<file path="config.mk">
export PLATFORM = sky130hd
export DESIGN_NAME = pressure_flow_input_registers
export DESIGN_NICKNAME = d
export VERILOG_FILES = /design/src/include/pflow_pkg.sv /design/src/hdl/sqrt_unit.sv /design/src/hdl/pressure_flow_input_registers.sv
export SDC_FILE = /design/constraint.sdc
export NUM_CORES = 1
export LEC_CHECK = 0
export ABC_AREA = 1
export BUFFER_PORTS_ARGS = -buffer_cell sky130_fd_sc_hd__buf_2
export CAP_MARGIN = 10
export CELL_PAD_IN_SITES_DETAIL_PLACEMENT = 1
export CELL_PAD_IN_SITES_GLOBAL_PLACEMENT = 1
export CORE_ASPECT_RATIO = 1.4
export CORE_UTILIZATION = 49
export DETAILED_ROUTE_END_ITERATION = 7
export PLACE_DENSITY = 0.88
export SLEW_MARGIN = 20
export SYNTH_ARGS = -nofsm -noshare
export SYNTH_HDL_FRONTEND = slang
export SYNTH_SLANG_ARGS = --single-unit
</file>
<file path="constraint.sdc">
create_clock -name core_clk -period 14.5 [get_ports core_clk]
set_input_delay 2.175 -clock core_clk [delete_from_list [all_inputs] [get_ports core_clk]]
set_output_delay 2.175 -clock core_clk [all_outputs]
set_load 0.02 [all_outputs]
</file>
<file path="src/include/pflow_pkg.sv">
package pflow_pkg;

   // ----------------------------------------------------------------
   // input register numbers
   // ----------------------------------------------------------------
   localparam logic [15:0] REG_DIFF_PRESSURE = 16'h0001;
   localparam logic [15:0] REG_FLOW_HIGH = 16'h0002;
   localparam logic [15:0] REG_FLOW_LOW = 16'h0003;
   localparam logic [15:0] REG_AIR_VELOCITY = 16'h0004;
   localparam logic [15:0] REG_OUTPUT = 16'h0005;
   localparam logic [15:0] REG_MAX_FLOW_HIGH = 16'h0006;
   localparam logic [15:0] REG_MAX_FLOW_LOW = 16'h0007;
   localparam logic [15:0] REG_SPAN_FLAG = 16'h0008;
   localparam logic [15:0] REG_ALARM_FLAG = 16'h0009;
   localparam logic [15:0] REG_FEEDBACK_LOST = 16'h000A;
   localparam logic [15:0] REG_SENSOR_FAULT = 16'h000B;
   localparam logic [15:0] REG_RSVD_FIRST = 16'h000C;
   localparam logic [15:0] REG_RSVD_LAST = 16'h0014;

   // ----------------------------------------------------------------
   // value ranges and reset values
   // ----------------------------------------------------------------
   localparam logic [15:0] VELOCITY_MAX = 16'h012C;
   localparam logic [15:0] OUTPUT_MAX = 16'h03E8;
   localparam logic [15:0] WORD_RESET = 16'h0000;
   localparam logic [31:0] FLOW_RESET = 32'h0000_0000;
   localparam int FULL_SCALE_PA_DEFAULT = 1000;

   // ----------------------------------------------------------------
   // timing
   // ----------------------------------------------------------------
   localparam int CLK_HZ = 25_000_000;
   localparam int BLINK_HALF_MS = 250;
   localparam int BLINK_CYCLES = (CLK_HZ / 1000) * BLINK_HALF_MS;
   localparam int BLINK_W = 24;
   localparam int SQRT_STEPS = 8;

   // integer square root, floor
   function automatic logic [7:0] isqrt16(input logic [15:0] v);
      logic [7:0] r;
      logic [7:0] t;
      r = 8'h00;
      for (int i = 7; i >= 0; i--) begin
         t = r | (8'h01 << i);
         if (({8'h00, t} * {8'h00, t}) <= v) begin
            r = t;
         end
      end
      return r;
   endfunction

endpackage

</file>
<file path="src/hdl/sqrt_unit.sv">
`timescale 1ns/1ns
module sqrt_unit (
   input wire logic core_clk,
   input wire logic arst_n,
   input wire logic start,
   input wire logic [15:0] value,
   output logic busy,
   output logic done,
   output logic [7:0] root
);

   typedef enum logic {SQ_IDLE, SQ_RUN} sq_state_e;

   typedef struct packed {
      sq_state_e state;
      logic [15:0] val;
      logic [7:0] root;
      logic [2:0] idx;
      logic done;
   } sq_s;

   sq_s st;
   sq_s next_st;
   logic [7:0] trial;

   // ----------------------------------------------------------------
   // one result bit per cycle, msb first
   // ----------------------------------------------------------------
   always_comb begin
      next_st = st;
      next_st.done = 1'b0;
      trial = st.root | (8'h01 << st.idx);
      case (st.state)
         SQ_IDLE: begin
            if (start) begin
               next_st.state = SQ_RUN;
               next_st.val = value;
               next_st.root = 8'h00;
               next_st.idx = 3'h7;
            end
         end
         SQ_RUN: begin
            if (({8'h00, trial} * {8'h00, trial}) <= st.val) begin
               next_st.root = trial;
            end
            if (st.idx == 3'h0) begin
               next_st.state = SQ_IDLE;
               next_st.done = 1'b1;
            end else begin
               next_st.idx = st.idx - 3'h1;
            end
         end
         default: begin
            next_st.state = SQ_IDLE;
         end
      endcase
   end

   always_ff @(posedge core_clk or negedge arst_n) begin
      if (!arst_n) begin
         st <= '{SQ_IDLE, 16'h0000, 8'h00, 3'h0, 1'b0};
      end else begin
         st <= next_st;
      end
   end

   assign busy = (st.state == SQ_RUN);
   assign done = st.done;
   assign root = st.root;
endmodule

</file>
<file path="src/hdl/pressure_flow_input_registers.sv">
`timescale 1ns/1ns
// How it works
// - flow reported in whole cubic metres per hour
// - flow high word reg 2, low reg 3
// - flow is coefficient times root of pressure
// - zero coefficient: area times velocity, velocity enabled
// - velocity only when enabled, clamped 0 to 300
// - output percentage clamped 0 to 1000
// - maximum flow reported as two words
// - span flag set outside span limits
// - alarm flag set outside alarm limits
// - auto tune forces both flags inactive
// - feedback lost flag, red indicator flashes
// - sensor fault flag, red indicator flashes
module pressure_flow_input_registers #(
   parameter int BLINK_CYCLES = pflow_pkg::BLINK_CYCLES,
   parameter int FULL_SCALE_PA = pflow_pkg::FULL_SCALE_PA_DEFAULT
) (
   input wire logic core_clk,
   input wire logic arst_n,
   input wire logic rd_req,
   input wire logic [15:0] rd_addr,
   output logic rd_valid,
   output logic rd_err,
   output logic [15:0] rd_data,
   input wire logic wr_req,
   input wire logic [15:0] wr_addr,
   output logic wr_refused,
   input wire logic signed [15:0] pressure_pa,
   input wire logic [15:0] velocity_raw,
   input wire logic [15:0] output_raw,
   input wire logic [15:0] flow_coeff,
   input wire logic [15:0] duct_area,
   input wire logic velocity_enable,
   input wire logic autotune_active,
   input wire logic signed [15:0] pres_span_lo,
   input wire logic signed [15:0] pres_span_hi,
   input wire logic signed [15:0] pres_alarm_lo,
   input wire logic signed [15:0] pres_alarm_hi,
   input wire logic [15:0] flow_span_lo,
   input wire logic [15:0] flow_span_hi,
   input wire logic [15:0] flow_alarm_lo,
   input wire logic [15:0] flow_alarm_hi,
   input wire logic [15:0] vel_span_lo,
   input wire logic [15:0] vel_span_hi,
   input wire logic [15:0] vel_alarm_lo,
   input wire logic [15:0] vel_alarm_hi,
   input wire logic feedback_lost_pin,
   input wire logic sensor_fault_pin,
   output logic red_led
);

   localparam logic [7:0] FULL_SCALE_ROOT = pflow_pkg::isqrt16(FULL_SCALE_PA[15:0]);
   localparam logic [pflow_pkg::BLINK_W-1:0] BLINK_LAST = BLINK_CYCLES[pflow_pkg::BLINK_W-1:0] - 1'b1;

   typedef struct packed {
      logic fb_s1;
      logic fb_s2;
      logic sf_s1;
      logic sf_s2;
      logic sq_start;
      logic [31:0] flow;
      logic [31:0] max_flow;
      logic [15:0] vel;
      logic [15:0] outp;
      logic span;
      logic alarm;
      logic fb;
      logic sf;
      logic [pflow_pkg::BLINK_W-1:0] blink_cnt;
      logic blink;
      logic rd_valid;
      logic rd_err;
      logic wr_refused;
      logic [15:0] rd_data;
   } state_s;

   state_s st;
   state_s next_st;
   logic sq_busy;
   logic sq_done;
   logic [7:0] sq_root;
   logic [15:0] sq_value;
   logic [15:0] vel_clamped;

   // ----------------------------------------------------------------
   // helpers
   // ----------------------------------------------------------------
   function automatic logic out_u(input logic [31:0] v, input logic [15:0] lo, input logic [15:0] hi);
      return (v < {16'h0000, lo}) || (v > {16'h0000, hi});
   endfunction

   function automatic logic out_s(input logic signed [15:0] v, input logic signed [15:0] lo,
                                  input logic signed [15:0] hi);
      return (v < lo) || (v > hi);
   endfunction

   function automatic logic [15:0] clamp(input logic [15:0] v, input logic [15:0] top);
      return (v > top) ? top : v;
   endfunction

   // negative pressure has no real root; flow treats it as zero
   assign sq_value = pressure_pa[15] ? 16'h0000 : pressure_pa;
   assign vel_clamped = clamp(velocity_raw, pflow_pkg::VELOCITY_MAX);

   sqrt_unit u_sqrt (
      .core_clk(core_clk),
      .arst_n(arst_n),
      .start(st.sq_start),
      .value(sq_value),
      .busy(sq_busy),
      .done(sq_done),
      .root(sq_root)
   );

   // ----------------------------------------------------------------
   // next state
   // ----------------------------------------------------------------
   always_comb begin
      next_st = st;
      next_st.fb_s1 = feedback_lost_pin;
      next_st.fb_s2 = st.fb_s1;
      next_st.sf_s1 = sensor_fault_pin;
      next_st.sf_s2 = st.sf_s1;
      next_st.fb = st.fb_s2;
      next_st.sf = st.sf_s2;
      // restart the root as soon as the unit is free, so flow tracks pressure
      next_st.sq_start = !sq_busy && !st.sq_start && !sq_done;

      if (sq_done) begin
         if (flow_coeff != 16'h0000) begin
            next_st.flow = {16'h0000, flow_coeff} * {24'h000000, sq_root};
         end else if (velocity_enable) begin
            next_st.flow = {16'h0000, duct_area} * {16'h0000, vel_clamped};
         end else begin
            next_st.flow = pflow_pkg::FLOW_RESET;
         end
      end

      if (flow_coeff != 16'h0000) begin
         next_st.max_flow = {16'h0000, flow_coeff} * {24'h000000, FULL_SCALE_ROOT};
      end else begin
         next_st.max_flow = {16'h0000, duct_area} * {16'h0000, pflow_pkg::VELOCITY_MAX};
      end

      next_st.vel = velocity_enable ? vel_clamped : pflow_pkg::WORD_RESET;
      next_st.outp = clamp(output_raw, pflow_pkg::OUTPUT_MAX);

      next_st.span = !autotune_active &&
                     (out_s(pressure_pa, pres_span_lo, pres_span_hi) ||
                      out_u(st.flow, flow_span_lo, flow_span_hi) ||
                      (velocity_enable && out_u({16'h0000, st.vel}, vel_span_lo, vel_span_hi)));
      next_st.alarm = !autotune_active &&
                      (out_s(pressure_pa, pres_alarm_lo, pres_alarm_hi) ||
                       out_u(st.flow, flow_alarm_lo, flow_alarm_hi) ||
                       (velocity_enable && out_u({16'h0000, st.vel}, vel_alarm_lo, vel_alarm_hi)));

      if (st.blink_cnt >= BLINK_LAST) begin
         next_st.blink_cnt = '0;
         next_st.blink = !st.blink;
      end else begin
         next_st.blink_cnt = st.blink_cnt + 1'b1;
      end

      // ----------------------------------------------------------------
      // register read; writes are never taken
      // ----------------------------------------------------------------
      next_st.rd_valid = rd_req;
      next_st.rd_err = 1'b0;
      next_st.wr_refused = wr_req && !rd_req;
      if (rd_req) begin
         next_st.rd_data = pflow_pkg::WORD_RESET;
         case (rd_addr)
            pflow_pkg::REG_DIFF_PRESSURE: next_st.rd_data = pressure_pa;
            pflow_pkg::REG_FLOW_HIGH: next_st.rd_data = st.flow[31:16];
            pflow_pkg::REG_FLOW_LOW: next_st.rd_data = st.flow[15:0];
            pflow_pkg::REG_AIR_VELOCITY: next_st.rd_data = st.vel;
            pflow_pkg::REG_OUTPUT: next_st.rd_data = st.outp;
            pflow_pkg::REG_MAX_FLOW_HIGH: next_st.rd_data = st.max_flow[31:16];
            pflow_pkg::REG_MAX_FLOW_LOW: next_st.rd_data = st.max_flow[15:0];
            pflow_pkg::REG_SPAN_FLAG: next_st.rd_data = {15'h0000, st.span};
            pflow_pkg::REG_ALARM_FLAG: next_st.rd_data = {15'h0000, st.alarm};
            pflow_pkg::REG_FEEDBACK_LOST: next_st.rd_data = {15'h0000, st.fb};
            pflow_pkg::REG_SENSOR_FAULT: next_st.rd_data = {15'h0000, st.sf};
            default: begin
               // reserved range reads zero; anything else is unmapped
               if (rd_addr < pflow_pkg::REG_RSVD_FIRST || rd_addr > pflow_pkg::REG_RSVD_LAST) begin
                  next_st.rd_err = 1'b1;
               end
            end
         endcase
      end
   end

   always_ff @(posedge core_clk or negedge arst_n) begin
      if (!arst_n) begin
         st <= '0;
      end else begin
         st <= next_st;
      end
   end

   // ----------------------------------------------------------------
   // outputs
   // ----------------------------------------------------------------
   assign rd_valid = st.rd_valid;
   assign rd_err = st.rd_err;
   assign rd_data = st.rd_data;
   assign wr_refused = st.wr_refused;
   // one indicator shared by both faults, as a user sees a single red lamp
   assign red_led = (st.fb || st.sf) && st.blink;
endmodule

</file>
Word level (Yosys, flattened, before mapping)
Index checks and enable logic that the tools add are counted.
{ "word_totals": {"out_inout_bits": 20, "mem_count": 0, "in_bits": 312, "romBits": 0, "ff_bits": 178, "mem_bits_rw": 0, "latch_bits": 0, "wordCells": 118} }
{ "classes": {"reduce_logical": 32, "n_div": 0, "n_mux": 20, "bitwise": 2, "add_sub_neg": 2, "eq_ne": 14, "multipliers": 5, "shift": 1, "magnitude_cmp": 18} }
{ "op_table": {"columns": ["cell", "n"], "rows": [
  ["16-bit case mux with 11 select lines", 1],
  ["16-bit by 3-bit equality test with 1-bit output (second input constant)", 4],
  ["16-bit by 4-bit equality test with 1-bit output (second input constant)", 4],
  ["16-bit greater-than comparator", 4],
  ["32-bit by 16-bit greater-than comparator with 1-bit output", 2],
  ["16-bit less-than comparator", 4],
  ["32-bit by 16-bit less-than comparator with 1-bit output", 2],
  ["32-bit 2-to-1 mux", 2],
  ["16-bit 2-to-1 mux", 3],
  ["16-bit by 2-bit equality test with 1-bit output (second input constant)", 2],
  ["16-bit by 16-bit multiplier with 32-bit output", 1],
  ["28-bit 2-to-1 mux", 1],
  ["25-bit 2-to-1 mux", 1],
  ["24-bit by 1-bit adder with 24-bit output (second input constant)", 1],
  ["24-bit by 23-bit greater-or-equal comparator with 1-bit output (second input constant)", 1],
  ["16-bit by 8-bit multiplier with 24-bit output", 1],
  ["24-bit 2-to-1 mux", 1],
  ["16-bit by 7-bit multiplier with 23-bit output (second input constant)", 1],
  ["11-bit case mux with 2 select lines", 1],
  ["16-bit by 5-bit multiplier with 21-bit output (second input constant)", 1],
  ["16-bit by 1-bit equality test with 1-bit output (second input constant)", 1],
  ["16-bit by 10-bit greater-than comparator with 1-bit output (second input constant)", 1],
  ["16-bit by 5-bit greater-than comparator with 1-bit output (second input constant)", 1],
  ["16-bit by 9-bit greater-than comparator with 1-bit output (second input constant)", 1],
  ["20 further kinds", 52]
]} }

Longest topological paths before layout
Gate-level depths: netlist of the first run.
{ "depth": {"depth_word": 6, "depth_mapped": 35, "depth_no_buf": 34} }

Hierarchy
A second synthesis of the first run with hierarchy kept.
{ "hier_totals": {"cells_unflattened": 4309, "hier_area_um2": 31946.9} }
{ "by_module_without_submodules": {"columns": ["mod", "cells_per_inst", "area_each_um2", "seq_area_each_um2", "instances"], "rows": [
  ["pressure_flow_input_registers", 3879, 28635.0, 3553.4, 1],
  ["sqrt_unit", 430, 3311.9, 725.7, 1]
]} }

Worst setup path after synthesis of the first run
No wires, ideal clock.
{ "synth_timing": {"path_type": "input -> register", "start": "input port velocity_raw[10]", "end": "register st[131] (netlist name)", "slack_ns": 6.442, "arrival_ns": 7.945, "t_required_ns": 14.387, "path_buffers": 2, "setup_ns": 0.113, "stages": 31, "cell_sequence": "nor3_1 > nand2_1 > nor3_1 > inv_1 > a21oi_2 > inv_1 > or2_1 > clkbuf_1 > buf_2 > nand2_1 > inv_1 > fa_1 > inv_1 > fa_1 > fa_1 > inv_1 > fa_1 > fa_1 > inv_1 > fa_1 > inv_1 > ha_1 > a21oi_1 > o21ai_0 > a21oi_1 > nand2_1 > or2_2 > nand3_1 > nand3_1 > nand2_1 > inv_1"} }
{ "synth_via": {"elab_chain_cells": 5} }
{ "synth_lines": {"columns": ["element", "line", "source"], "rows": [
  ["start: declaration", "pressure_flow_input_registers.sv:30", "input wire logic [15:0] velocity_raw,"],
  ["16-bit by 9-bit greater-than comparator with 1-bit output", "pressure_flow_input_registers.sv:99", "return (v > top) ? top : v;"],
  ["16-bit 2-to-1 mux (*)", "pressure_flow_input_registers.sv:99", null],
  ["16-bit by 16-bit multiplier with 32-bit output (*)", "pressure_flow_input_registers.sv:134", "next_st.flow = {16'h0000, duct_area} * {16'h0000, vel_clamped};"],
  ["32-bit 2-to-1 mux (*)", "pressure_flow_input_registers.sv:133", "end else if (velocity_enable) begin"],
  ["32-bit 2-to-1 mux (*)", "pressure_flow_input_registers.sv:131", "if (flow_coeff != 16'h0000) begin"],
  ["end signal: assignment", "pressure_flow_input_registers.sv:199", "st <= next_st;"],
  ["end: declaration", "pressure_flow_input_registers.sv:78", "state_s st;"]
]} }
Every way passes the cells marked *; elsewhere a longest branch is shown, timed or not.
A chain may end at the register's enable or synchronous reset.

Worst setup path after layout of the first run
{ "layout_timing": {"start": "input port velocity_raw[10]", "end": "register st[132] (netlist name)"} }
The elaborated chain is that of the path after synthesis.

==> results by stage, run 1 <==
Clocking:
- The number of buffers between clock root and the deepest sink is 2.
- The H-tree generated during clock tree synthesis spans 4 levels.
- The post-CTS setup buffer count is 0.
- The tree is rooted in a sky130_fd_sc_hd__clkbuf_16.
- The clock-pin transition on the worst setup and hold timing paths is 0.09 ns.
- TritonCTS built the clock tree.
- The number of gates resized after CTS is 0.
- The clock drives 170 sinks.
- After clock tree synthesis, the flow added hold-fix buffers numbering 0.
- At the later pin of the worst-skew pair, clock insertion delay measures 0.46 ns.
- The number of buffers added by the clock tree synthesis step is 17.

Setup path:
- The required time of the worst setup path is 14.82 ns.
- The startpoint of the worst-slack reg-to-reg timing path is u_sqrt.root[5].
- The longest individual stage delay on the worst path is 0.72 ns.
- Data on the critical path arrives at its endpoint at 9.76 ns.
- The slowest stage of the critical path belongs to the cell sky130_fd_sc_hd__nor2_1.
- In this run the worst path has a maximum fanout of 11.
- The worst setup path is captured at a flop.
- The worst setup path is of the primary input to flop kind.
- The worst register-to-register path has a setup slack of 7.71 ns.
- The reg-to-reg endpoint is u_sqrt.root[1].
- The kind of launch point of the worst setup path is a primary input.
- The worst register-to-register path has a depth of 28.

STA:
- The total setup violations reported at the end of the flow is 0.
- The count of final max-slew check failures is 0.
- Setup repair after global routing left no endpoint under its margin.
- The worst path in the final design needs a cycle of 9.442 ns, including I/O delays and setup.
- The worst pin sits at a relative slew slack of 18.66%.
- The worst-margin pin slew is 1.213 ns.
- The final-report hold violation count is 0.
- The clock arrives with 0.01373 ns of skew.
- After layout, the worst setup slack is 5.058 ns.
- The final period utilization is 65.12%.
- The maximum frequency from static timing analysis is 105.9 MHz.
- After routing, the total negative slack on setup checks comes to 0 ns.

Route:
- In this run the remaining antenna-violating nets after routing total 0.
- The via density per instance is 5.601.
- The number of DRC violations after detailed routing is 0.
- The detailed router finished its first iteration with 1584 violations.
- Across all layers, the routed design uses 29390 vias.
- The routed length per placed instance is 20.97 µm.
- For this run, the detailed router's first-pass iteration total came to 5.
- The total wire length is 110.0 mm.

Yosys:
- Counting flops with an async set or reset pin after synthesis yields a share of 100.0%.
- The number of register bits inferred by synthesis is 170.
- The share of the synthesized netlist area taken by xor and xnor gates is 0.9064%.
- The share of synthesized cell area in full adder, half adder and majority cells is 43.14%.
- By area, the combinational part of the netlist is dominated by adder cells.
- Counting every instance in the synthesized netlist gives 4041.
- After synthesis, the cell types taking the most area are sky130_fd_sc_hd__fa_1 (24%), sky130_fd_sc_hd__ha_1 (19%), sky130_fd_sc_hd__dfrtp_1 (14%).
- Of all cell types, the one taking the most synthesized area is sky130_fd_sc_hd__fa_1.
- After synthesis the cells add up to 0.03092 mm².
- The fraction of the mapped netlist area in compound gates is 10.46%.
- The synthesis warning total is 0.
- A synthesized cell averages 7.652 µm².
- The share of cell area taken by muxes after synthesis is 0%.
- In this run the biggest area consumer among cell types represents 23.76% of the synthesized area.
- The count of flip-flops with a built-in enable after synthesis is 0.
- After synthesis, the netlist uses 56 different library cells.
- The proportion of synthesized chip area in sequential cells is 13.76%.
- Of the total synthesized cell area, the portion taken by AND, OR, NAND and NOR gates is 18.64%.
- For this run, the leading register cell type out of synthesis is sky130_fd_sc_hd__dfrtp_1.

Die:
- The standard-cell row count is 108.
- The die covers 0.06413 mm².
- Measured along the y axis, the die boundary spans 299.2 µm.
- The initial utilization of the core area, before any placement, comes to 49.75%.
- From left edge to right edge, the die measures 214.3 µm.
- The core region is 0.06216 mm².
- 332 I/O pins were placed.

Worst hold path:
- The origin of the worst min-delay path is next_st[145].
- The type of the most critical hold path is flop to flop.
- The worst hold path passes through 0 cells.
- The path with the worst hold slack has its endpoint at next_st[44].

GRT:
- The number of antenna violations at the first check in global routing is 6.
- The total grt overflow is 0.
- Entering global routing, the biggest net connects 79 pins.
- The number of global-route vias before repair is 33400.
- The first global-routing pass estimated 172.9 mm of wire.
- Global routing used 34.58% of the available tracks.

Place:
- Routability-driven placement finished with a final weighted congestion of 0.9417.
- The worst setup slack after placement is 4.797 ns.
- The count of port buffers added during placement is 315.
- The half-perimeter wire length after placement is 90.05 mm.

Layout:
- The sequential cells in the finished layout cover a total of 0.004254 mm².
- The filler cells instantiated in the layout total 8048.
- The layout overhead on the synthesized area is 10.75%.
- The proportion of layout cells with a drive suffix above 1 is 8.914%.
- The multi-input logic area is 0.02311 mm².
- At the end of the flow, the number of nets in the layout was 5565.
- The utilization after layout is 55.09%.

Power and ir drop:
- In this run the static leakage power is 0.01992 µW.
- The power density over cell area is 140.1 mW/mm².
- Across the VDD grid, the largest voltage drop is 0.1718 mV.

Job:
- Across the run, the number of max-cap violations was 0.

Status:
- The flow ran to the end, and the final reports show no timing, DRC or antenna violations.
## cells by family (layout without fill, tap and decap cells)
logic type,count (synthesis),count (layout)
DFF,170,170
other,2,128
buffers and inverters,1050,1305
AOI/OAI and AO/OA,592,592
xor gates and xnor gates,32,32
adders and majority gates,846,846
and+or+nand+nor,1349,1349
## synth_stat cells, types with 8 or more instances
master                       n
sky130_fd_sc_hd__clkbuf_1   65
sky130_fd_sc_hd__nor3_1     48
sky130_fd_sc_hd__o21ai_1     9
sky130_fd_sc_hd__nand3b_1   12
sky130_fd_sc_hd__a211oi_1   13
sky130_fd_sc_hd__inv_1     939
sky130_fd_sc_hd__nor3b_1     8
sky130_fd_sc_hd__nand3_1   190
sky130_fd_sc_hd__or2_2      14
sky130_fd_sc_hd__o21a_1     10
sky130_fd_sc_hd__buf_2      15
sky130_fd_sc_hd__o21ai_0   194
sky130_fd_sc_hd__nor4_1     16
sky130_fd_sc_hd__o22ai_1    11
sky130_fd_sc_hd__buf_4      18
sky130_fd_sc_hd__a21oi_1   290
sky130_fd_sc_hd__ha_1      479
sky130_fd_sc_hd__a21o_1     18
sky130_fd_sc_hd__fa_1      367
sky130_fd_sc_hd__xor2_1     11
sky130_fd_sc_hd__xnor2_1    21
sky130_fd_sc_hd__nand4_1    51
sky130_fd_sc_hd__dfrtp_1   170
sky130_fd_sc_hd__nor2_1    252
sky130_fd_sc_hd__nand2_1   737
## per-layer routing
layer  vias up  global-route usage (%)  part of all wire, %
met4         6                   24.97                  8.0
met2      1072                   65.48                   53
met3       474                   4.505                  5.1
met1     14550                   34.57                   34
li1      13290                       -                    -
met5         -                       0                0.035
## stage by stage
stage	total power (µW)	area (µm²)	hold WS, ns	cells
floorplan	3077	31390	0.3312	4165
global placement	3975	33610	0.3341	5213
detailed placement	4149	33610	0.3434	5213
CTS	4661	34230	0.3652	5245
global route	5242	34250	0.3810	5247
finish	4799	34250	0.3604	5247
## cells in the final DEF, fill, tap and decap left out, types with 4 or more instances in the layout
cell	Yosys	final
sky130_fd_sc_hd__nor2_1	252	252
sky130_fd_sc_hd__a21o_1	18	18
sky130_fd_sc_hd__nand3b_1	12	12
sky130_fd_sc_hd__nor3_4	2	4
sky130_fd_sc_hd__fa_1	367	367
sky130_fd_sc_hd__xor2_1	11	11
sky130_fd_sc_hd__or2_2	14	14
sky130_fd_sc_hd__buf_4	18	12
sky130_fd_sc_hd__dfrtp_1	170	170
sky130_fd_sc_hd__a211oi_1	13	13
sky130_fd_sc_hd__o21bai_1	6	6
sky130_fd_sc_hd__clkinv_1	5	5
sky130_fd_sc_hd__a31oi_1	6	6
sky130_fd_sc_hd__o21a_1	10	10
sky130_fd_sc_hd__clkbuf_16	0	17
sky130_fd_sc_hd__buf_2	15	314
sky130_fd_sc_hd__o211ai_1	6	6
sky130_fd_sc_hd__nor3b_1	8	8
sky130_fd_sc_hd__clkinv_8	0	7
sky130_fd_sc_hd__nand4_1	51	51
sky130_fd_sc_hd__o21ai_0	194	194
sky130_fd_sc_hd__nor4_1	16	16
sky130_fd_sc_hd__a221oi_1	5	5
sky130_fd_sc_hd__ha_1	479	479
sky130_fd_sc_hd__conb_1	2	126
sky130_fd_sc_hd__nand3_1	190	190
sky130_fd_sc_hd__a21oi_1	290	290
sky130_fd_sc_hd__o21ai_1	9	9
sky130_fd_sc_hd__nor3_1	48	48
sky130_fd_sc_hd__xnor2_1	21	21
sky130_fd_sc_hd__o31a_1	4	4
sky130_fd_sc_hd__nand2_1	737	737
sky130_fd_sc_hd__o31ai_1	6	6
sky130_fd_sc_hd__o22ai_1	11	11
sky130_fd_sc_hd__inv_1	939	939
## critical path: cells and delay by family
| kind | cells | cell delay (ns) |
|---|---|---|
| AO/OA/AOI/OAI | 5 | 1.22 |
| adder cells (fa/ha/maj) | 7 | 3.44 |
| buffers and inverters | 7 | 0.97 |
| AND/OR/NAND/NOR | 10 | 1.92 |
## worst max path at each step
stage | from | to
after detailed placement | velocity_raw[10] | st[132]
after floorplan | velocity_raw[10] | st[131]
final | velocity_raw[10] | st[132]
after global routing | velocity_raw[10] | st[132]
after CTS | velocity_raw[10] | st[132]
after global placement | velocity_raw[10] | st[132]
## power breakdown
| group | internal (µW) | switching (µW) |
|---|---|---|
| Sequential | 540 | 131 |
| Combinational | 1280 | 2360 |
| Clock | 236 | 246 |
## state kept, by name, summed over array words and instances, names as in the netlist
register and cells:
wr_refused 1, u_sqrt.busy 1, rd_err 1, rd_valid 1, u_sqrt.root 8, u_sqrt.st 18, next_st 4, u_sqrt.done 1
st 119, rd_data 16
## cell type report
cell class / count / share of cell area, %
clock inverter: 15 / 0.5773
antenna: 2 / 0.01461
multi-input combinational: 2945 / 67.48
clock buffer: 17 / 1.242
tap: 825 / 3.014
timing repair buffer: 327 / 4.885
sequential: 170 / 12.42
inverter: 946 / 10.37
(Power assumes the default switching activity.)
==> inputs of run 2 (changes only) <==
--- a/config.mk
+++ b/config.mk
@@ -5,15 +5,15 @@
 export SDC_FILE = /design/constraint.sdc
 export NUM_CORES = 1
 export LEC_CHECK = 0
-export ABC_AREA = 1
+export ABC_AREA = 0
 export BUFFER_PORTS_ARGS = -buffer_cell sky130_fd_sc_hd__buf_2
 export CAP_MARGIN = 10
 export CELL_PAD_IN_SITES_DETAIL_PLACEMENT = 1
 export CELL_PAD_IN_SITES_GLOBAL_PLACEMENT = 1
 export CORE_ASPECT_RATIO = 1.4
-export CORE_UTILIZATION = 49
+export CORE_UTILIZATION = 47
 export DETAILED_ROUTE_END_ITERATION = 7
-export PLACE_DENSITY = 0.88
+export PLACE_DENSITY = 0.82
 export SLEW_MARGIN = 20
 export SYNTH_ARGS = -nofsm -noshare
 export SYNTH_HDL_FRONTEND = slang
==> constraint.sdc (replaced) <==
create_clock -name core_clk -period 8.92 [get_ports core_clk]
set_input_delay 1.338 -clock core_clk [delete_from_list [all_inputs] [get_ports core_clk]]
set_output_delay 1.338 -clock core_clk [all_outputs]
set_load 0.02 [all_outputs]
==> run 2 against run 1 <==
Net effect: via count fell by 15%; sequential power rose by 61%; non-clock buffer count fell by 2; combinational power rose by 78%; largest cell class unchanged; first-iteration DRC count fell by 28%; critical endpoint is now st[136]; total power rose by 75%; synthesized cell count fell by 17%; sequential share of layout area rose by 0.41 points; largest power group unchanged; core utilization fell by 2.0 points.
==> results by stage, run 2 <==
Yosys:
- The share of synthesized cell area in full adder, half adder and majority cells is 44.72% (+1.6 points).
- The distinct cell type count of the synthesized netlist is 76 (+36%).
- The share of the synthesized netlist area taken by xor and xnor gates is 3.259% (+2.4 points).
- In the synthesized netlist, the cells that appear most often are sky130_fd_sc_hd__inv_1 (668), sky130_fd_sc_hd__ha_1 (479), sky130_fd_sc_hd__fa_1 (367), sky130_fd_sc_hd__nand2_1 (273), sky130_fd_sc_hd__nor2_1 (193).
- The proportion of synthesized chip area in sequential cells came to 14.26% (+0.50 points).
- After synthesis, the largest family of logic cells by area is adder cells.
- The netlist area before placement is 0.02983 mm² (-3.5%).
- The async set or reset register ratio after synthesis is 100.0% (unchanged).
- The mean instance size in the synthesized netlist is 8.915 µm² (+17%).
- The fraction of the mapped netlist area in compound gates is 12.50% (+2.0 points).
- Of all cell types, the one taking the most synthesized area is sky130_fd_sc_hd__fa_1.
- The most used flip-flop cell after synthesis is sky130_fd_sc_hd__dfrtp_1.
- The count of flip-flops with a built-in enable after synthesis is 0 (unchanged).
- The number of register bits inferred by synthesis is 170 (unchanged).
- The area fraction of the dominant cell type after synthesis is 24.63% (+0.87 points).
- The leading cell type by number of instances after synthesis is sky130_fd_sc_hd__inv_1.
- The fraction of the mapped netlist area in simple logic gates is 13.68% (-5.0 points).
- Ranked by total cell area, the synthesized netlist is headed by sky130_fd_sc_hd__fa_1 (25%), sky130_fd_sc_hd__ha_1 (20%), sky130_fd_sc_hd__dfrtp_1 (14%).
- The synthesis warning total is 0 (unchanged).
- The gate count after technology mapping is 3346 (-17%).
- The share of cell area taken by muxes after synthesis is 1.518% (+1.5 points).

STA:
- The final-report hold violation count is 0 (unchanged).
- The total setup violations reported at the end of the flow is 0 (unchanged).
- The worst setup margin came to 1.139 ns (-3.919 ns).
- The setup clock skew after layout is 0.01796 ns (+0.004238 ns).
- For this run, the top clock speed supported by timing is 128.5 MHz.
- Dividing the final minimum period by the clock period gives 87.23%.
- The count of final max-slew check failures is 0 (unchanged).
- The post-route minimum period is 7.781 ns.
- The final-layout setup total negative slack was 0 ns (unchanged).
- The worst-margin pin slew came to 0.9788 ns (-0.2347 ns).
- Setup repair after global routing left no endpoint under its margin.
- The remaining max-slew budget at the tightest pin came to 34.75% (+16 points).

Route:
- The routed length per placed instance is 20.88 µm (-0.41%).
- The number of design-rule violations left by the first detailed-router iteration is 1137 (-28%).
- The total number of vias is 25090 (-15%).
- The number of iterations in the first detailed-routing pass came to 5 (unchanged).
- The final antenna-violating net count is 0 (unchanged).
- The amount of wire on met3 after detailed routing came to 3.544 mm (-37%).
- The via density per instance is 5.517 (-1.5%).
- The wire length on met2 is 51.60 mm (-11%).
- The total wire length is 94.96 mm (-14%).
- The number of DRC violations after detailed routing is 0 (unchanged).
- The routed metal-1 wire length came to 34.33 mm (-8.9%).
- The highest metal layer with signal wires is met5.

Layout:
- The most common library cell in the layout ignoring fill and taps is sky130_fd_sc_hd__inv_1.
- The flip-flop count of the largest register, all copies and words added is 119 (unchanged).
- The post-route non-filler standard cell count is 4547 (-13%).
- The final net count is 4862 (-13%).
- Relative to the synthesized area, the layout overhead comes to 11.17%.
- The register containing the most flip-flops in the final layout is st.
- In the layout the commonest cells are sky130_fd_sc_hd__inv_1 (668), sky130_fd_sc_hd__ha_1 (479), sky130_fd_sc_hd__fa_1 (367).
- The utilization after layout is 53.12% (-2.0 points).
- The proportion of layout cells with a drive suffix above 1 was 10.98% (+2.1 points).

Place:
- The count of port buffers added during placement is 315 (unchanged).
- The global placement routability congestion is 0.9497 (+0.85%).
- The number of placed cells counting well taps is 4510 (-13%).
- The worst setup slack after placement is 0.7056 ns (-4.091 ns).
- The half-perimeter wire length after placement is 79.31 mm (-12%).

Status:
- The run finished with clean final reports.

Clocking:
- The number of buffers between clock root and the deepest sink is 2 (unchanged).
- The number of buffers added by the clock tree synthesis step is 17 (unchanged).
- The post-CTS setup buffer count was 0 (unchanged).
- The clock-pin transition on the worst setup and hold timing paths is 0.09 ns (about the same).
- The number of gates resized after CTS is 0 (unchanged).
- The clock latency reported for the late side of the worst-skew pair is 0.47 ns (about the same).
- The total clock sinks came to 170 (unchanged).
- The count of H-tree levels built during CTS is 4 (unchanged).
- The tree is rooted in a sky130_fd_sc_hd__clkbuf_16.
- TritonCTS built the clock tree.
- The number of hold-repair buffers added at the cts stage came to 0 (unchanged).

GRT:
- The total grt overflow came to 0 (unchanged).
- The number of antenna violations at the first check in global routing is 7 (+1).
- The pin count of the biggest net entering global routing was 111 (+41%).
- The global-route total usage across every layer is 30.26% (-4.3 points).
- The number of global-route vias before repair is 28150 (-16%).
- The wire length of the first global-routing pass came to 150.9 mm (-13%).

Setup path:
- The type of the worst setup path is primary input to flop.
- STA classifies the critical path startpoint as a primary input.
- The startpoint of the worst-slack reg-to-reg timing path is u_sqrt.root[5].
- The endpoint arrival time on the critical path came to 8.12 ns (-1.64 ns).
- The type of destination of the critical path is a flop.
- The required time of the worst setup path came to 9.26 ns (-5.56 ns).
- The cell depth of the worst flop-to-flop path is 25 (-11%).
- The timing startpoint of the critical path is velocity_raw[0].
- The largest driver fanout on the critical path is 17 (+6).

Power and ir drop:
- The maximum vdd ir drop is 0.4307 mV (+150%).
- The leakage power total is 0.01835 µW (-7.9%).
- The power density over cell area is 253.1 mW/mm² (+81%).
- The sum of internal, switching and leakage power is 8392 µW (+75%).

Die:
- The number of top-level pins came to 332 (unchanged).
- The placeable core region came to 0.06243 mm² (+0.43%).
- The overall die height is 300.1 µm (+0.29%).
- The die width was 214.9 µm (+0.28%).
- The standard-cell row count came to 108 (unchanged).
- The starting utilization of the core area is 47.78% (-2.0 points).
- The die footprint is 0.06450 mm² (+0.57%).

Worst hold path:
- In this run the most critical hold path is launched from next_st[45].
- The number of cells on the worst hold path is 0 (unchanged).
- The type of the most critical hold path is flop to flop.

Job:
- The count of maximum capacitance violations came to 0 (unchanged).
[run 2: per-stage QoR]
stage | instance area (µm²) | hold slack, ns
after floorplan | 30300 | 0.3312
after global placement | 32510 | 0.3323
after detailed placement | 32510 | 0.3410
after CTS | 33140 | 0.3677
after global routing | 33160 | 0.3741
final | 33160 | 0.3674
[run 2: power by group]
| part | leakage [µW] | internal, µW | switching, µW |
|---|---|---|---|
| clock | 0.000305 | 391 | 413 |
| combinational | 0.0159 | 2580 | 3930 |
| sequential | 0.00212 | 892 | 187 |
| total | 0.0183 | 3870 | 4530 |
[run 2: per-layer routing]
layer	GRT usage [%]	vias to the layer above
li1	-	11470
met3	3.500	231
met4	16.45	4
met1	31.44	12730
met5	0	-
met2	58.65	657
[run 2: worst paths after layout]
path,slack [ns],to
setup / recovery,1.14,st[136]
hold / removal,0.37,st[45]
setup reg to reg,1.87,u_sqrt.root[2]
hold reg to reg,0.37,st[45]
max in group asynchronous,6.60,u_sqrt.root[2]
min in group asynchronous,0.99,st[75]
[run 2: cell type report]
| class | instances | area (µm²) |
|---|---|---|
| Tap cell | 825 | 1032 |
| Fill cell | 7554 | 29270 |
| Clock inverter | 15 | 206.4 |
| Timing Repair Buffer | 325 | 1660 |
| Antenna cell | 5 | 12.51 |
| Inverter | 669 | 2511 |
| Multi-Input combinational cell | 2521 | 23060 |
| Clock buffer | 17 | 425.4 |
| Sequential cell | 170 | 4254 |
[run 2: logic make-up after synthesis]
kind of cell	after synthesis
compound gates	559
xor+xnor	111
fa+ha+maj	846
buf+inv	779
flops	170
mux	33
other cells	2
simple gates	846
[run 2: worst max-delay path: stages]
cell	delay, ns
sky130_fd_sc_hd__buf_2	0.18
sky130_fd_sc_hd__o211a_1	0.24
sky130_fd_sc_hd__o21ai_1	0.12
sky130_fd_sc_hd__nand2_1	0.08
sky130_fd_sc_hd__a21oi_2	0.24
sky130_fd_sc_hd__nand2b_1	0.45
sky130_fd_sc_hd__nand2_1	0.24
sky130_fd_sc_hd__fa_1	0.46
sky130_fd_sc_hd__fa_1	0.53
sky130_fd_sc_hd__fa_1	0.43
sky130_fd_sc_hd__fa_1	0.50
sky130_fd_sc_hd__inv_1	0.06
sky130_fd_sc_hd__fa_1	0.53
sky130_fd_sc_hd__inv_1	0.05
sky130_fd_sc_hd__fa_1	0.53
sky130_fd_sc_hd__inv_1	0.05
sky130_fd_sc_hd__ha_1	0.34
sky130_fd_sc_hd__a21oi_1	0.25
sky130_fd_sc_hd__o21ai_0	0.19
sky130_fd_sc_hd__a21o_1	0.19
sky130_fd_sc_hd__a31o_1	0.23
sky130_fd_sc_hd__a21oi_4	0.16
sky130_fd_sc_hd__a211oi_1	0.11
sky130_fd_sc_hd__a211oi_2	0.23
sky130_fd_sc_hd__xor2_1	0.24
sky130_fd_sc_hd__o2bb2ai_1	0.11
==> inputs of run 3 (changes only) <==
--- a/config.mk
+++ b/config.mk
@@ -17,4 +17,5 @@
 export SLEW_MARGIN = 20
 export SYNTH_ARGS = -nofsm -noshare
 export SYNTH_HDL_FRONTEND = slang
+export SYNTH_HIERARCHICAL = 1
 export SYNTH_SLANG_ARGS = --single-unit
==> run 3 against run 2 <==
Net effect: combinational power decreased by 1%; global-route usage grew 0.87 points; critical path depth is 1 higher; non-clock buffer count grew 7; synthesized cell count up 0.87%; sequential power is essentially flat; total power fell by 0.37%; cell count grew 0.66%; sequential cell count increased by 1; first-iteration DRC count grew 11%; core utilization down 0.37 points; sequential share of layout area about the same; critical path type unchanged; largest cell class unchanged; largest power group unchanged.
==> results by stage, run 3 <==
STA:
- The final period utilization is 94.56% (+7.3 points).
- The final-report hold violation count is 0 (unchanged).
- The setup clock skew after layout was 0.01489 ns (-0.003070 ns).
- The remaining max-slew budget at the tightest pin is 27.00% (-7.8 points).
- The count of final max-slew check failures is 0 (unchanged).
- The worst setup margin is 0.4854 ns (-0.6533 ns).
- The worst-margin pin slew is 1.084 ns (+0.1048 ns).
- The post-route minimum period came to 8.435 ns (+0.6533 ns).
- The final-layout setup total negative slack is 0 ns (unchanged).
- The total setup violations reported at the end of the flow came to 0 (unchanged).
- Setup repair after global routing left no endpoint under its margin.
- The maximum frequency from static timing analysis came to 118.6 MHz (-7.7%).

Yosys:
- The synthesis warning total is 6 (+6).
- Sorting the synthesized cells by area gives the leading types as sky130_fd_sc_hd__fa_1 (25%), sky130_fd_sc_hd__ha_1 (20%), sky130_fd_sc_hd__dfrtp_1 (14%).
- The distinct cell type count of the synthesized netlist is 82 (+7.9%).
- The gate count after technology mapping is 3375 (+0.87%).
- The area fraction of the dominant cell type after synthesis came to 24.50% (-0.13 points).
- The count of flip-flops with a built-in enable after synthesis is 0 (unchanged).
- The netlist area before placement is 0.02999 mm² (+0.52%).
- The async set or reset register ratio after synthesis is 100.0% (unchanged).
- Yosys instantiated no cell more often than sky130_fd_sc_hd__inv_1.
- The number of register bits inferred by synthesis is 171 (+0.59%).
- The main flop type after synthesis is sky130_fd_sc_hd__dfrtp_1.
- sky130_fd_sc_hd__fa_1 takes more of the synthesized area than any other cell.
- The mean instance size in the synthesized netlist was 8.884 µm² (-0.35%).
- By count the netlist is led by sky130_fd_sc_hd__inv_1 (684), sky130_fd_sc_hd__ha_1 (480), sky130_fd_sc_hd__fa_1 (367), sky130_fd_sc_hd__nand2_1 (275), sky130_fd_sc_hd__a21oi_1 (174).
- The proportion of synthesized chip area in sequential cells was 14.27% (about the same).

Setup path:
- STA classifies the critical path startpoint as a primary input.
- The worst setup path is captured at a flop.
- The critical path is of the primary input to flop type.
- The required time of the worst setup path came to 9.25 ns (about the same).
- The largest driver fanout on the critical path is 39 (+22).
- The endpoint arrival time on the critical path was 8.77 ns (+0.65 ns).

Place:
- The half-perimeter wire length after placement was 81.53 mm (+2.8%).
- The count of port buffers added during placement is 315 (unchanged).
- The worst setup slack after placement is 0.05171 ns (-0.6539 ns).
- The global placement routability congestion is 0.9347 (-1.6%).

Clocking:
- The number of buffers added by the clock tree synthesis step is 17 (unchanged).
- The number of gates resized after CTS is 0 (unchanged).
- The number of hold-repair buffers added at the cts stage was 0 (unchanged).
- The clock-pin transition on the worst setup and hold timing paths is 0.09 ns (about the same).
- The count of H-tree levels built during CTS was 4 (unchanged).
- The number of buffers between clock root and the deepest sink is 2 (unchanged).
- TritonCTS built the clock tree.
- The total clock sinks is 171 (+0.59%).
- The tree is rooted in a sky130_fd_sc_hd__clkbuf_16.
- The post-CTS setup buffer count came to 0 (unchanged).
- The clock latency reported for the late side of the worst-skew pair is 0.47 ns (about the same).

GRT:
- The wire length of the first global-routing pass is 155.3 mm (+2.9%).
- The number of antenna violations at the first check in global routing is 5 (-2).
- The global-route total usage across every layer is 31.13% (+0.87 points).
- The total grt overflow came to 0 (unchanged).
- The pin count of the biggest net entering global routing is 92 (-17%).
- The number of global-route vias before repair is 28870 (+2.6%).

Layout:
- The library cells used most frequently in the layout, excluding fill and tap cells, are sky130_fd_sc_hd__inv_1 (684), sky130_fd_sc_hd__ha_1 (480), sky130_fd_sc_hd__fa_1 (367).
- The layout overhead on the synthesized area is 11.07% (about the same).
- The final net count was 4889 (+0.56%).
- The register containing the most flip-flops in the final layout is st.
- The proportion of layout cells with a drive suffix above 1 is 11.30% (+0.32 points).
- The flip-flop count of the largest register, all copies and words added is 119 (unchanged).
- The most common library cell in the layout ignoring fill and taps is sky130_fd_sc_hd__inv_1.

Route:
- The routed length per placed instance is 21.53 µm (+3.1%).
- The number of design-rule violations left by the first detailed-router iteration was 1267 (+11%).
- The total number of vias is 25580 (+2.0%).
- The via density per instance is 5.590 (+1.3%).
- The number of DRC violations after detailed routing is 0 (unchanged).
- The number of iterations in the first detailed-routing pass is 5 (unchanged).
- The final antenna-violating net count is 0 (unchanged).
- The total wire length was 98.55 mm (+3.8%).

Power and ir drop:
- The maximum vdd ir drop came to 0.4384 mV (+1.8%).
- The power density over cell area is 251.0 mW/mm² (-0.80%).
- The leakage power total was 0.01835 µW (about the same).

Die:
- The die footprint is 0.06483 mm² (+0.51%).
- The number of top-level pins is 332 (unchanged).
- The standard-cell row count is 109 (+0.93%).
- The starting utilization of the core area is 47.49% (-0.30 points).
- The die width is 215.5 µm (+0.26%).
- The placeable core region was 0.06314 mm² (+1.1%).
- The overall die height came to 300.9 µm (+0.26%).

Status:
- The run finished with clean final reports.

Job:
- The count of maximum capacitance violations is 0 (unchanged).

Worst hold path:
- The type of the most critical hold path is flop to flop.
[run 3: cell types whose count changed after synthesis, sizes merged, moves of 10 or more]
cell    delta
nor2      -36
a21oi     +15
inv       +16
a311oi    +10
mux2i     -14
nand4     +17
nor3      +10
o21ai     +14
[run 3: layout make-up]
class                   count  area [µm²]
clock buffers              17       425.4
diodes                      2       5.005
flip-flops and latches    171        4280
inverters                 684        2567
repair buffers            332        1727
well taps                 832        1041
multi-input cells        2524       23050
fillers                  7638       29840
clock inverters            15       209.0
[run 3: worst max-delay path, cell delays in order]
cell,delay [ns]
sky130_fd_sc_hd__buf_2,0.18
sky130_fd_sc_hd__o211a_1,0.24
sky130_fd_sc_hd__o21ai_0,0.14
sky130_fd_sc_hd__nand2_1,0.09
sky130_fd_sc_hd__a21oi_2,0.21
sky130_fd_sc_hd__buf_12,0.22
sky130_fd_sc_hd__nand2b_1,0.44
sky130_fd_sc_hd__nand2_1,0.27
sky130_fd_sc_hd__fa_1,0.47
sky130_fd_sc_hd__fa_1,0.53
sky130_fd_sc_hd__inv_1,0.07
sky130_fd_sc_hd__fa_1,0.53
sky130_fd_sc_hd__fa_1,0.44
sky130_fd_sc_hd__fa_1,0.61
sky130_fd_sc_hd__inv_1,0.08
sky130_fd_sc_hd__fa_1,0.54
sky130_fd_sc_hd__inv_1,0.04
sky130_fd_sc_hd__ha_1,0.34
sky130_fd_sc_hd__nand3_1,0.17
sky130_fd_sc_hd__nor2_1,0.07
sky130_fd_sc_hd__a211oi_1,0.25
sky130_fd_sc_hd__o21ai_0,0.25
sky130_fd_sc_hd__a31oi_1,0.38
sky130_fd_sc_hd__nand2b_1,0.16
sky130_fd_sc_hd__a311oi_1,0.34
sky130_fd_sc_hd__xor2_1,0.26
sky130_fd_sc_hd__o22ai_1,0.10
[run 3: kinds of logic (layout without fill, tap and decap cells)]
group,after synthesis,in the layout,share of synthesized area (%)
AND/OR/NAND/NOR,846,846,13.96
AO/OA/AOI/OAI,579,579,12.59
XOR/XNOR,106,106,3.096
flip-flops,171,171,14.27
multiplexers,19,19,1.081
other,2,129,0.02505
adder cells (fa/ha/maj),847,847,44.53
buffers and inverters,805,1048,10.45
[run 3: per-layer routing]
metal  track usage, %  share of wire, %  vias to the layer above
met5                0             0.022                        -
met4            19.96               7.0                        4
met3            4.030               4.3                      283
met2            58.33                53                      731
met1            32.59                36                    12950
li1                 -                 -                    11620
[run 3: worst paths after layout]
kind,depth (start not counted),from,end,slack [ns]
min in group asynchronous,1,arst_n,u_sqrt/root[2],0.97
max in group asynchronous,2,arst_n,st[54],6.65
worst min-delay path,0,next_st[145],next_st[44],0.36
worst max register to register,21,u_sqrt/root[6],u_sqrt/root[2],2.18
worst min register to register,0,next_st[145],next_st[44],0.36
worst max-delay path,27,velocity_raw[0],st[137],0.49
[run 3: stage by stage]
| step | hold WS [ns] | power [µW] | instance area (µm²) | util (%) | instances |
|---|---|---|---|---|---|
| finish | 0.3608 | 8361 | 33310 | 52.75 | 4577 |
| CTS | 0.3609 | 8234 | 33300 | 52.73 | 4575 |
| global route | 0.3637 | 9076 | 33300 | 52.74 | 4575 |
| global placement | 0.3331 | 7178 | 32660 | 51.73 | 4543 |
| floorplan | 0.3312 | 5373 | 30450 | - | 3500 |
| detailed placement | 0.3363 | 7387 | 32660 | 51.73 | 4543 |
[run 3: power breakdown]
part | leakage [µW] | total (µW) | internal, µW | switching (µW)
sequential | 0.00213 | 1110 | 894 | 216
combinational | 0.0159 | 6440 | 2540 | 3900
clock | 0.000303 | 808 | 390 | 418
total | 0.0183 | 8360 | 3820 | 4540
